File: config.mk
export PLATFORM = sky130hd
export DESIGN_NAME = smr_mode_bank
export DESIGN_NICKNAME = d
export VERILOG_FILES = /design/src/smr_pkg.sv /design/src/smr_mode_bank.sv
export VERILOG_INCLUDE_DIRS = /design/src
export SDC_FILE = /design/constraint.sdc
export NUM_CORES = 1
export LEC_CHECK = 0
export BUFFER_PORTS_ARGS = -buffer_cell sky130_fd_sc_hd__buf_2
export CAP_MARGIN = 20
export CORE_UTILIZATION = 58
export DETAILED_ROUTE_END_ITERATION = 10
export PLACE_DENSITY = 0.84
export SETUP_SLACK_MARGIN = 0.1
export SYNTH_ARGS = -nofsm -noshare
export SYNTH_HDL_FRONTEND = slang
export SYNTH_SLANG_ARGS = --single-unit
File: constraint.sdc
create_clock -name clk_sys -period 6.1 [get_ports clk_sys]
set_input_delay 0.305 -clock clk_sys [delete_from_list [all_inputs] [get_ports clk_sys]]
set_output_delay 0.305 -clock clk_sys [all_outputs]
set_load 0.05 [all_outputs]
File: src/smr_regs.svh
// Purpose: constants for the mode-register bank (addresses, fields, resets)
// Assumes: 8-bit mode address and 8-bit operand
// Notes:   included by the bank module, the checker and the testbench
`ifndef SMR_REGS_SVH
`define SMR_REGS_SVH
`define SMR_MA_FEATURE    8'h01
`define SMR_MA_LATENCY    8'h02
`define SMR_MA_DRIVE      8'h03
`define SMR_MA_THERMAL    8'h04
`define SMR_BL4           3'h2
`define SMR_BL8           3'h3
`define SMR_BL16          3'h4
`define SMR_FEATURE_RST   8'h22
`define SMR_LAT_RST       4'h1
`define SMR_DRV_RST       4'h2
`define SMR_RATE_RST      3'h3
`define SMR_UPD_BIT       7
`endif

File: src/smr_pkg.sv
// Purpose: types for the mode-register bank
// Assumes: smr_regs.svh holds the numbers
// Notes:   packed structs carry grouped signals
package smr_pkg;
  typedef struct packed {
    logic       valid;
    logic       isRead;
    logic [7:0] addr;
    logic [7:0] data;
  } smr_cmd_s;
  typedef struct packed {
    logic [2:0] burstLen;
    logic       burstOrderType;
    logic       wrapSelect;
  } smr_burst_s;
endpackage

File: src/smr_mode_bank.sv
// Purpose: mode registers for latency, drive, thermal status, burst order
// Assumes: controller keeps burst/no-wrap legality on its side
// Notes:   one clock; temperature code comes from an on-die sensor pin
//
// Functional notes
// - BL16 sequential wrap starts at even column C[3:1], steps up, wraps F to 0.
// - Burst position uses C[1:0], C[2:0], C[3:0] for BL4, BL8, BL16.
// - Column bit zero is absent on the bus and forced zero.
// - Latency register at 02h write-only; low nibble selects read/write latency pair.
// - Drive register at 03h write-only; low nibble selects output impedance.
// - Thermal register 04h read-only: rate in bits 2:0, flag bit 7.
// - Rate 000b below low limit, 111b above high limit, 100b reserved.
// - Rate 001b 4x, 010b 2x, 011b 1x, 101b/110b quarter interval.
// - Above 85 C the rate code bit 2 reads one.
// - Update flag sets whenever the rate code changed since the last read.
// - Reading the thermal register clears the update flag.
// - Update flag is zero after power-up.
// - Feature register at 01h holds burst length, order type and wrap select.
`timescale 1ns/1ps
`default_nettype none
`include "smr_regs.svh"
module smr_mode_bank
  import smr_pkg::*;
(
  // Clock and reset
  input  wire logic       clk_sys,
  input  wire logic       resetn,
  // Mode-register commands on the command/address bus
  input  wire smr_cmd_s   cmdIn,
  output logic            readValid,
  output logic [7:0]      readData,
  // Sensor code from the on-die thermometer
  input  wire logic [2:0] sensorRate,
  input  wire logic       over85,
  // Burst start and sequence
  input  wire logic       burstStart,
  input  wire logic [3:0] startColumn,
  output logic [3:0]      burstColumn,
  output logic            burstActive,
  // Decoded settings
  output logic [3:0]      read_latency_cycles,
  output logic [2:0]      write_latency_cycles,
  output logic [3:0]      drive_strength_sel,
  output smr_burst_s      burstCfg
);

  // ---------------------------------------------------------------
  // Command decode
  // ---------------------------------------------------------------
  wire logic wrFeature = cmdIn.valid & ~cmdIn.isRead & (cmdIn.addr == `SMR_MA_FEATURE);
  wire logic wrLatency = cmdIn.valid & ~cmdIn.isRead & (cmdIn.addr == `SMR_MA_LATENCY);
  wire logic wrDrive   = cmdIn.valid & ~cmdIn.isRead & (cmdIn.addr == `SMR_MA_DRIVE);
  wire logic rdThermal = cmdIn.valid & cmdIn.isRead & (cmdIn.addr == `SMR_MA_THERMAL);

  function automatic logic latOk(input logic [3:0] c);
    latOk = (c >= 4'h1) && (c <= 4'h6);
  endfunction
  function automatic logic drvOk(input logic [3:0] c);
    drvOk = (c != 4'h0) && (c != 4'h5) && (c <= 4'h7);
  endfunction

  // ---------------------------------------------------------------
  // Write-only settings
  // ---------------------------------------------------------------
  logic [7:0] feature_q;
  logic [3:0] latency_q;
  logic [3:0] drive_q;

  wire logic latTake = wrLatency & latOk(cmdIn.data[3:0]);
  wire logic drvTake = wrDrive & drvOk(cmdIn.data[3:0]);

  // Reserved latency and drive codes are ignored so the last legal setting stays in force
  always_ff @(posedge clk_sys or negedge resetn) begin
    if (!resetn) begin
      feature_q <= `SMR_FEATURE_RST;
    end else if (wrFeature) begin
      feature_q <= cmdIn.data;
    end
  end

  always_ff @(posedge clk_sys or negedge resetn) begin
    if (!resetn) begin
      latency_q <= `SMR_LAT_RST;
    end else if (latTake) begin
      latency_q <= cmdIn.data[3:0];
    end
  end

  always_ff @(posedge clk_sys or negedge resetn) begin
    if (!resetn) begin
      drive_q <= `SMR_DRV_RST;
    end else if (drvTake) begin
      drive_q <= cmdIn.data[3:0];
    end
  end

  // Latency pair decode; only legal codes ever reach latency_q
  function automatic logic [3:0] rlOf(input logic [3:0] c);
    case (c)
      4'h1:    rlOf = 4'h3;
      4'h2:    rlOf = 4'h4;
      4'h3:    rlOf = 4'h5;
      4'h4:    rlOf = 4'h6;
      4'h5:    rlOf = 4'h7;
      4'h6:    rlOf = 4'h8;
      default: rlOf = 4'h3;
    endcase
  endfunction

  function automatic logic [2:0] wlOf(input logic [3:0] c);
    case (c)
      4'h1:    wlOf = 3'h1;
      4'h2:    wlOf = 3'h2;
      4'h3:    wlOf = 3'h2;
      4'h4:    wlOf = 3'h3;
      4'h5:    wlOf = 3'h4;
      4'h6:    wlOf = 3'h4;
      default: wlOf = 3'h1;
    endcase
  endfunction

  wire logic [3:0] rlNext  = rlOf(latency_q);
  wire logic [2:0] wlNext  = wlOf(latency_q);
  wire smr_burst_s cfgNext = {feature_q[2:0], feature_q[3], feature_q[4]};

  always_ff @(posedge clk_sys or negedge resetn) begin
    if (!resetn) begin
      read_latency_cycles  <= 4'h3;
      write_latency_cycles <= 3'h1;
    end else begin
      read_latency_cycles  <= rlNext;
      write_latency_cycles <= wlNext;
    end
  end

  always_ff @(posedge clk_sys or negedge resetn) begin
    if (!resetn) begin
      drive_strength_sel <= `SMR_DRV_RST;
      burstCfg           <= '0;
    end else begin
      drive_strength_sel <= drive_q;
      burstCfg           <= cfgNext;
    end
  end

  // ---------------------------------------------------------------
  // Thermal status
  // ---------------------------------------------------------------
  logic [2:0] senS1_q, senS2_q;
  logic [2:0] senS3_q;
  logic [2:0] senWord_q;
  logic       hotS1_q, hotS2_q;
  logic [2:0] rate_q;
  logic       upd_q;

  // Skewed bits of the sensor word are held off until two samples agree
  wire logic wordSettled = (senS2_q == senS3_q);

  always_ff @(posedge clk_sys or negedge resetn) begin
    if (!resetn) begin
      senS1_q   <= `SMR_RATE_RST;
      senS2_q   <= `SMR_RATE_RST;
      senS3_q   <= `SMR_RATE_RST;
      senWord_q <= `SMR_RATE_RST;
      hotS1_q   <= 1'b0;
      hotS2_q   <= 1'b0;
    end else begin
      senS1_q <= sensorRate;
      senS2_q <= senS1_q;
      senS3_q <= senS2_q;
      if (wordSettled) senWord_q <= senS3_q;
      hotS1_q <= over85;
      hotS2_q <= hotS1_q;
    end
  end

  // Hot forces bit 2; reserved 100b is remapped to quarter-rate derated
  wire logic [2:0] rawRate = hotS2_q ? (senWord_q | 3'h4) : senWord_q;
  wire logic [2:0] rateD   = (rawRate == 3'h4) ? 3'h6 : rawRate;
  wire logic       changed = (rateD != rate_q);

  // Change in the read cycle wins over the clear
  always_ff @(posedge clk_sys or negedge resetn) begin
    if (!resetn) begin
      rate_q <= `SMR_RATE_RST;
      upd_q  <= 1'b0;
    end else begin
      rate_q <= rateD;
      if (changed) upd_q <= 1'b1;
      else if (rdThermal) upd_q <= 1'b0;
    end
  end

  // ---------------------------------------------------------------
  // Read port
  // ---------------------------------------------------------------
  // Write-only and unmapped addresses read as zero
  wire logic [7:0] rdMux = rdThermal ? {upd_q, 4'h0, rate_q} : 8'h00;

  always_ff @(posedge clk_sys or negedge resetn) begin
    if (!resetn) begin
      readValid <= 1'b0;
      readData  <= 8'h00;
    end else begin
      readValid <= cmdIn.valid & cmdIn.isRead;
      readData  <= rdMux;
    end
  end

  // ---------------------------------------------------------------
  // Burst state
  // ---------------------------------------------------------------
  typedef enum logic [1:0] {
    BURST_IDLE = 2'b01,
    BURST_RUN  = 2'b10
  } smr_burst_state_e;

  smr_burst_state_e state_q;
  smr_burst_state_e state_d;
  logic [3:0]       pos_q;
  logic [3:0]       base_q;
  logic [3:0]       cnt_q;

  // Index of the last beat; reserved lengths fall back to four beats
  function automatic logic [3:0] lastIdx(input logic [2:0] len);
    case (len)
      `SMR_BL16: lastIdx = 4'hf;
      `SMR_BL8:  lastIdx = 4'h7;
      default:   lastIdx = 4'h3;
    endcase
  endfunction

  wire logic       actRun    = (state_q == BURST_RUN);
  wire logic [3:0] beats     = lastIdx(feature_q[2:0]);
  wire logic       lastBeat  = actRun && (cnt_q == beats);
  wire logic       startTake = (state_q == BURST_IDLE) && burstStart;

  // A start request during a burst is dropped, not queued
  always_comb begin
    state_d = state_q;
    case (state_q)
      BURST_IDLE: begin
        if (burstStart) state_d = BURST_RUN;
      end
      BURST_RUN: begin
        if (lastBeat) state_d = BURST_IDLE;
      end
      default: begin
        state_d = BURST_IDLE;
      end
    endcase
  end

  always_ff @(posedge clk_sys or negedge resetn) begin
    if (!resetn) begin
      state_q <= BURST_IDLE;
    end else begin
      state_q <= state_d;
    end
  end

  // ---------------------------------------------------------------
  // Burst column sequencer
  // ---------------------------------------------------------------
  wire logic [3:0] wrapMask = lastIdx(feature_q[2:0]);
  wire logic [3:0] evenStart = {startColumn[3:1], 1'b0};
  wire logic       noWrap  = feature_q[4];
  wire logic       interl  = feature_q[3];
  wire logic [3:0] step = cnt_q + 4'h1;
  // Sequential wraps within the burst window; interleave XORs beat index
  wire logic [3:0] seqNext = (base_q & ~wrapMask) | ((base_q + step) & wrapMask);
  wire logic [3:0] intNext = (base_q & ~wrapMask) | ((base_q ^ step) & wrapMask);
  wire logic [3:0] linNext = base_q + step;
  wire logic [3:0] posNext = noWrap ? linNext : (interl ? intNext : seqNext);

  always_ff @(posedge clk_sys or negedge resetn) begin
    if (!resetn) begin
      pos_q  <= 4'h0;
      base_q <= 4'h0;
      cnt_q  <= 4'h0;
    end else if (startTake) begin
      pos_q  <= evenStart;
      base_q <= evenStart;
      cnt_q  <= 4'h0;
    end else if (actRun && !lastBeat) begin
      pos_q <= posNext;
      cnt_q <= step;
    end
  end

  always_ff @(posedge clk_sys or negedge resetn) begin
    if (!resetn) begin
      burstColumn <= 4'h0;
      burstActive <= 1'b0;
    end else begin
      burstColumn <= pos_q;
      burstActive <= actRun;
    end
  end

endmodule // smr_mode_bank
`default_nettype wire

==> results.md, run 1 <==
* DRT Pass-1 Iters at 4
* Highest net fanout along the worst path at 5
* Via count at slightly below 2000
* Diodes inserted at 0
* Minimum clock period at 2.368 ns
* CTS sink cnt at 69
* Synthesized netlist cell count at roughly 230
* Largest net degree at the start of global routing at 70
* Status: complete, no violations
* Top cells by area, synth: dfrtp_1, dfstp_2, mux2_2
* Drt wl/cell at ~14 um
* Detailed Place HPWL at around 3.4 mm
* Tightest Pin Transition at between 0.8 and 0.9 ns
* Max frequency at 422.3 MHz
* Initial antenna violation count at 0
* DRC at 0
* Synth Register Bits at 69
* Clock transition at path regs at roughly 0.070 ns
* Setup violators final at 0
* Top_reg_cell synth: dfrtp_1
* Die W at ~72 um
* Share of the clock period used by the worst path at 38.82%
* Initial Util at 60.48%
* Seq/Total Area, Yosys at about 61%
* Synth cell count leaders: dfrtp_1, dfstp_2, nor2_1
* Crit path launch type: flip-flop
* P&R area growth vs syn at 19.14%
* GP Congestion at 0.8156
* Clock latency at the later pin of the worst-skew pair at between 0.3 and 0.4 ns
* Synth top area share at roughly 45%
* Most common cell in the synthesized netlist: dfrtp_1
* CTS root buf: clkbuf_8
* Final nets at 320
* Synth area leader: dfrtp_1
* Mapped cell area at ~2900 um^2
* I/O pin count at a little under 60
* Hold bufs inserted after CTS at 0
* Critical Path AT at approximately 2.6 ns
* Layout Skew at roughly 0.006 ns
* Share of cells above drive strength 1 at about a third
* Die Area at approximately 5200 um^2
* Cts repair resizes at 0
* IR drop worst, VDD at between 0.2 and 0.25 mV
* Unrepaired setup endpoints after global routing: no
* Total power at 1.283 mW
* Fill cell count at 320
* Grt total ovfl at 0
* Clock Path Buffers at 2
* Die height at a little over 70 um
* CTS HTree Levels at 3
* Max-Cap Viols at 0
* Class of the worst hold path: in2reg
* Pwr/cell area at between 300 and 400 nW/um^2
* WL final at about 5.1 mm
* CTS tree: done
* Cts bufs inserted at 9
* Routed Antenna Nets at 0
* Critical path required time at 6.36 ns
* Row count at 25
* Syn avg cell area at 12.31 um^2
* Cell variety after synth at 50
* Crit path capture type: flip-flop
* Vias in the first global route at about 1800
* Hold Violations, Final at 0
* Initial drt markers at 120
* DR vias/cell at about 5.4
* Post-route setup TNS at 0 ns
* Ys async rst share at 100.0%
* First-pass GRT wire length at slightly above 8 mm
* Synth warn at 0
* Setup CP Type: reg2reg
* Core area at ~4700 um^2
* GRT Overall Usage at between 20% and 30%
* IO Port Bufs at 50
* Max Transition Viols Final at 0
* Post-CTS Setup Inserts at 0
* Post-synth EDFFs at 0
* Max-slew headroom at between 40% and 50%
* Leakage power at roughly 1.6 nW
[logic make-up (layout without fill, tap and decap cells)]
logic type      after synthesis  in the layout  share of synthesized area [%]
buf+inv                      17             74                          2.803
xor+xnor                     13             13                          3.986
other cells                   1              4                         0.1313
flops                        69             69                          61.23
fa+ha+maj                     4              4                          2.015
simple gates                 80             80                          15.68
mux                          15             15                          5.826
compound gates               33             33                          8.324
[area by class of cell]
class / count / area (um^2) / area share (%)
Tap cell: 67 / 83.83 / 2.463
Inverter: 7 / 26.28 / 0.7721
Sequential cell: 69 / 1749 / 51.40
Clock inverter: 5 / 106.4 / 3.125
Clock buffer: 11 / 141.4 / 4.154
Multi-Input combinational cell: 149 / 1039 / 30.51
Timing Repair Buffer: 51 / 257.7 / 7.574
[path summary, 6_finish.rpt]
path | depth (start not counted) | startpoint | endpoint | slack (ns)
setup / recovery | 8 | cnt_q[0]$_DFFE_PN0P_ | pos_q[3]$_DFFE_PN0P_ | 3.73
hold / removal | 1 | sensorRate[1] | senS1_q[1]$_DFF_PN1_ | 0.07
setup reg to reg | 8 | cnt_q[0]$_DFFE_PN0P_ | pos_q[3]$_DFFE_PN0P_ | 3.73
hold reg to reg | 0 | senS1_q[2]$_DFF_PN0_ | senS2_q[2]$_DFF_PN0_ | 0.35
max in group asynchronous | 2 | resetn | hotS1_q$_DFF_PN0_ | 5.43
min in group asynchronous | 2 | resetn | burstColumn[1]$_DFF_PN0_ | 0.14
[report_power, final]
part	internal (mW)	switching, mW
logic	0.0882	0.169
registers	0.528	0.0482
clock network	0.284	0.166
total	0.900	0.383
[through the flow]
step | worst slack, ns | instance area, um^2 | std cells | hold slack (ns) | util, %
global placement | 3.777 | 3156 | 343 | 0.3338 | 66.81
detailed placement | 3.751 | 3156 | 343 | 0.3412 | 66.81
CTS | 3.738 | 3403 | 359 | 0.05531 | 72.05
finish | 3.732 | 3403 | 359 | 0.06518 | 72.05
floorplan | 3.926 | 2868 | 235 | 0.009409 | -
global route | 3.576 | 3403 | 359 | 0.05425 | 72.05
[registers in the layout, indices dropped and copies added (netlist names), 4 cells and up]
signal and count:
feature_q 5, latency_q 4, drive_q 4, burstColumn 4, drive_strength_sel 4, read_latency_cycles 4
readData 4, cnt_q 4, burstCfg 5
[cell usage in the layout (no fill, tap or decap), types with 3 or more instances in the layout]
cell type | netlist | final
nand3b_1 | 3 | 3
dfrtp_1 | 51 | 51
conb_1 | 1 | 4
clkbuf_8 | 0 | 10
dfstp_2 | 18 | 18
xor2_1 | 7 | 7
nor3_1 | 4 | 4
buf_2 | 1 | 50
nor2b_1 | 4 | 4
ha_1 | 3 | 3
nor4bb_1 | 4 | 4
o21ai_0 | 8 | 8
and2_1 | 7 | 7
xnor2_1 | 6 | 6
mux2_2 | 11 | 11
bufinv_16 | 0 | 3
a21oi_1 | 6 | 6
nand2b_1 | 5 | 5
nand2_1 | 17 | 17
a31oi_1 | 3 | 3
inv_1 | 7 | 7
nand3_1 | 4 | 4
nor2_1 | 18 | 18
nor3b_1 | 3 | 3
[routing by layer]
| metal | global-route usage [%] | up-vias | wire length [um] |
|---|---|---|---|
| met4 | 10.02 | 0 | 56 |
| met5 | 0 | - | 0 |
| met2 | 34.68 | 47 | 2582 |
| met3 | 4.583 | 6 | 200 |
| li1 | - | 913 | - |
| met1 | 27.11 | 957 | 2223 |
[critical path: stages (launching register included)]
cell and delay (ns):
dfrtp_1 0.44, ha_1 0.35, ha_1 0.20, fa_1 0.47
xor2_1 0.17, and2_1 0.18, a31oi_1 0.16, o2111ai_1 0.15
o22ai_1 0.18
No activity file was read; power rests on OpenSTA's default activity.
==> run 2: changes to the inputs <==
- CORE_UTILIZATION: 58 -> 49
- PLACE_DENSITY: 0.84 -> 0.75
- clock period: 6.1 -> 2 ns (I/O delays scaled with it)
==> run 2 against run 1 <==
Die area is 18% higher; critical endpoint unchanged; sequential share of layout area down 3.8 points; design area increased by 8.1%; first-iteration DRC count shrank 53%; the run now ends with negative setup slack left; power increased to 3.0 times the previous value; clock-buffer cell count increased by 1; routed wire length is 6.2% higher; cell count up 9.2%; clock power increased by 140%.
==> results.md, run 2 (synthesis results as in run 1) <==
* Violated checks: negative setup slack
* Total power at about 3.8 mW
* Sequential power share at a little under half
* DR vias/cell at between 5 and 6
* Top flop regs: burstCfg (5), feature_q (5)
* Internal at around 2.6 mW
* Final nets at around 350
* Post-route cell area at between 3000 and 4000 um^2
* Max frequency at around 480 MHz
* CTS root buf: clkbuf_8
* Fin worst setup slack at -0.06309 ns
* Row count at 27
* Detailed Place HPWL at 3.850 mm
* Minimum clock period at 2.063 ns
* Setup violators final at 1
* Routed Antenna Nets at 0
* Tightest Pin Transition at 0.5307 ns
* Unrepaired setup endpoints after global routing: yes
* Die height at between 70 and 80 um
* Clock power frac at 28.0%
* Register area at around 1700 um^2
* Hold Violations, Final at 0
* Pwr/cell area at 1038 nW/um^2
* Fill cell count at around 420
* P&R area growth vs syn at 28.73%
* GP Congestion at 0.8116
* Setup CP Type: reg2reg
* Multi-input logic area at between 1000 and 1500 um^2
* IR drop worst, VDD at 0.6226 mV
* Share of the clock period used by the worst path at 103.2%
* Highest net fanout along the worst path at 4
* Die W at slightly below 80 um
* Clock Path Buffers at 2
* GRT Overall Usage at 20.05%
* CTS sink cnt at 69
* Clock transition at path regs at roughly 0.07 ns
* Grt total ovfl at 0
* Initial drt markers at 57
* CTS tree: done
* Largest net degree at the start of global routing at 26
* Via count at 2009
* Critical path required time at between 2 and 2.5 ns
* Max-slew headroom at between 60% and 70%
* Clock latency at the later pin of the worst-skew pair at around 0.34 ns
* Most frequent cells in the layout: dfrtp_1, buf_2, buf_4, nor2_1, dfstp_2
* Most common cell after layout, fill and taps aside: dfrtp_1
* Initial Util at 51.25%
* Status: finished with violations
* WL final at around 5.4 mm
* Share of cells above drive strength 1 at roughly 40%
* Sw Ratio at 31.78%
* DRT Pass-1 Iters at 4
* Vias in the first global route at just over 2000
* Drt wl/cell at ~14 um
* Critical Path AT at 2.33 ns
* Max-Cap Viols at 0
* Crit path launch type: flip-flop
* Combinational power share at around 26%
* Diodes inserted at 0
* I/O pin count at between 50 and 60
* CTS HTree Levels at 3
* Crit path capture type: flip-flop
* Initial antenna violation count at 0
* DRC at 0
* Class of the worst hold path: in2reg
* Die Area at around 6100 um^2
* First-pass GRT wire length at 9.197 mm
* Core area at around 5600 um^2
* Leakage power at around 1.7 nW
* Placed cell areas at between 3000 and 4000 um^2
* Layout Skew at between 0.008 and 0.009 ns
* Cts bufs inserted at 9
* NetSw at roughly 1.2 mW
* Max Transition Viols Final at 0
* IO Port Bufs at 50
## run 2: power groups by stage
stage          logic, mW  registers [mW]  clock network (mW)
2_1_floorplan      0.429            1.92                   0
3_3_place_gp       0.862            1.76                   0
3_5_place_dp       0.882            1.77                   0
4_1_cts            0.950            1.76                1.10
5_1_grt             1.07            1.79                1.16
6_report           0.981            1.77                1.07
## run 2: through the flow
step / hold slack (ns) / setup slack, ns / utilization, % / instances / setup TNS, ns
after floorplan: -0.1956 / -0.05483 / - / 235 / -0.05483
after global placement: 0.1063 / -0.06763 / 59.35 / 365 / -0.1873
after detailed placement: 0.1123 / -0.1341 / 59.35 / 365 / -0.3787
after CTS: 0.000007605 / -0.06680 / 65.16 / 392 / -0.06680
after global routing: 0.008097 / -0.1497 / 65.97 / 392 / -0.1737
final: 0.01437 / -0.06309 / 65.97 / 392 / -0.06309
## run 2: layout make-up
class,count,area share [%]
multi-input combinational,149,30.83
timing repair buffer,79,13.41
clock buffer,12,3.675
sequential,69,47.57
tap,72,2.450
clock inverter,4,1.361
inverter,7,0.7145
## run 2: worst paths after layout
kind	from	to	slack, ns	depth (start not counted)
max reg2reg	cnt_q[1]$_DFFE_PN0P_	pos_q[3]$_DFFE_PN0P_	-0.06	8
min	cmdIn[16]	readValid$_DFF_PN0_	0.01	2
min in group asynchronous	resetn	readData[0]$_DFF_PN0_	0.27	2
min reg2reg	senS1_q[2]$_DFF_PN0_	senS2_q[2]$_DFF_PN0_	0.35	0
max in group asynchronous	resetn	drive_q[1]$_DFFE_PN1P_	0.97	3
max	cnt_q[1]$_DFFE_PN0P_	pos_q[3]$_DFFE_PN0P_	-0.06	8
## run 2: layer usage
metal  wire length (um)  share of wire, %  track usage [%]
met4                104               1.9            10.19
met1               2347                44            24.94
met5                  0                 0                0
met2               2686                50            32.19
met3                236               4.4            5.349
## run 2: repair_timing
| item | in CTS | in global routing |
|---|---|---|
| pin swaps | 3 | 6 |
| setup endpoints to repair | 2 | 8 |
| hold buffers | 10 | 0 |
| gates resized for setup | 3 | 10 |
| endpoints found under the hold margin | 26 | 0 |
| buffers inserted | 1 | 0 |
## run 2: critical path, cell delays in order (launching register included)
cell and delay (ns):
dfrtp_1 0.41, ha_4 0.26, ha_4 0.16, fa_2 0.42, xor2_1 0.16, and2_4 0.17
a31oi_1 0.14, o2111ai_1 0.13, o22ai_1 0.16
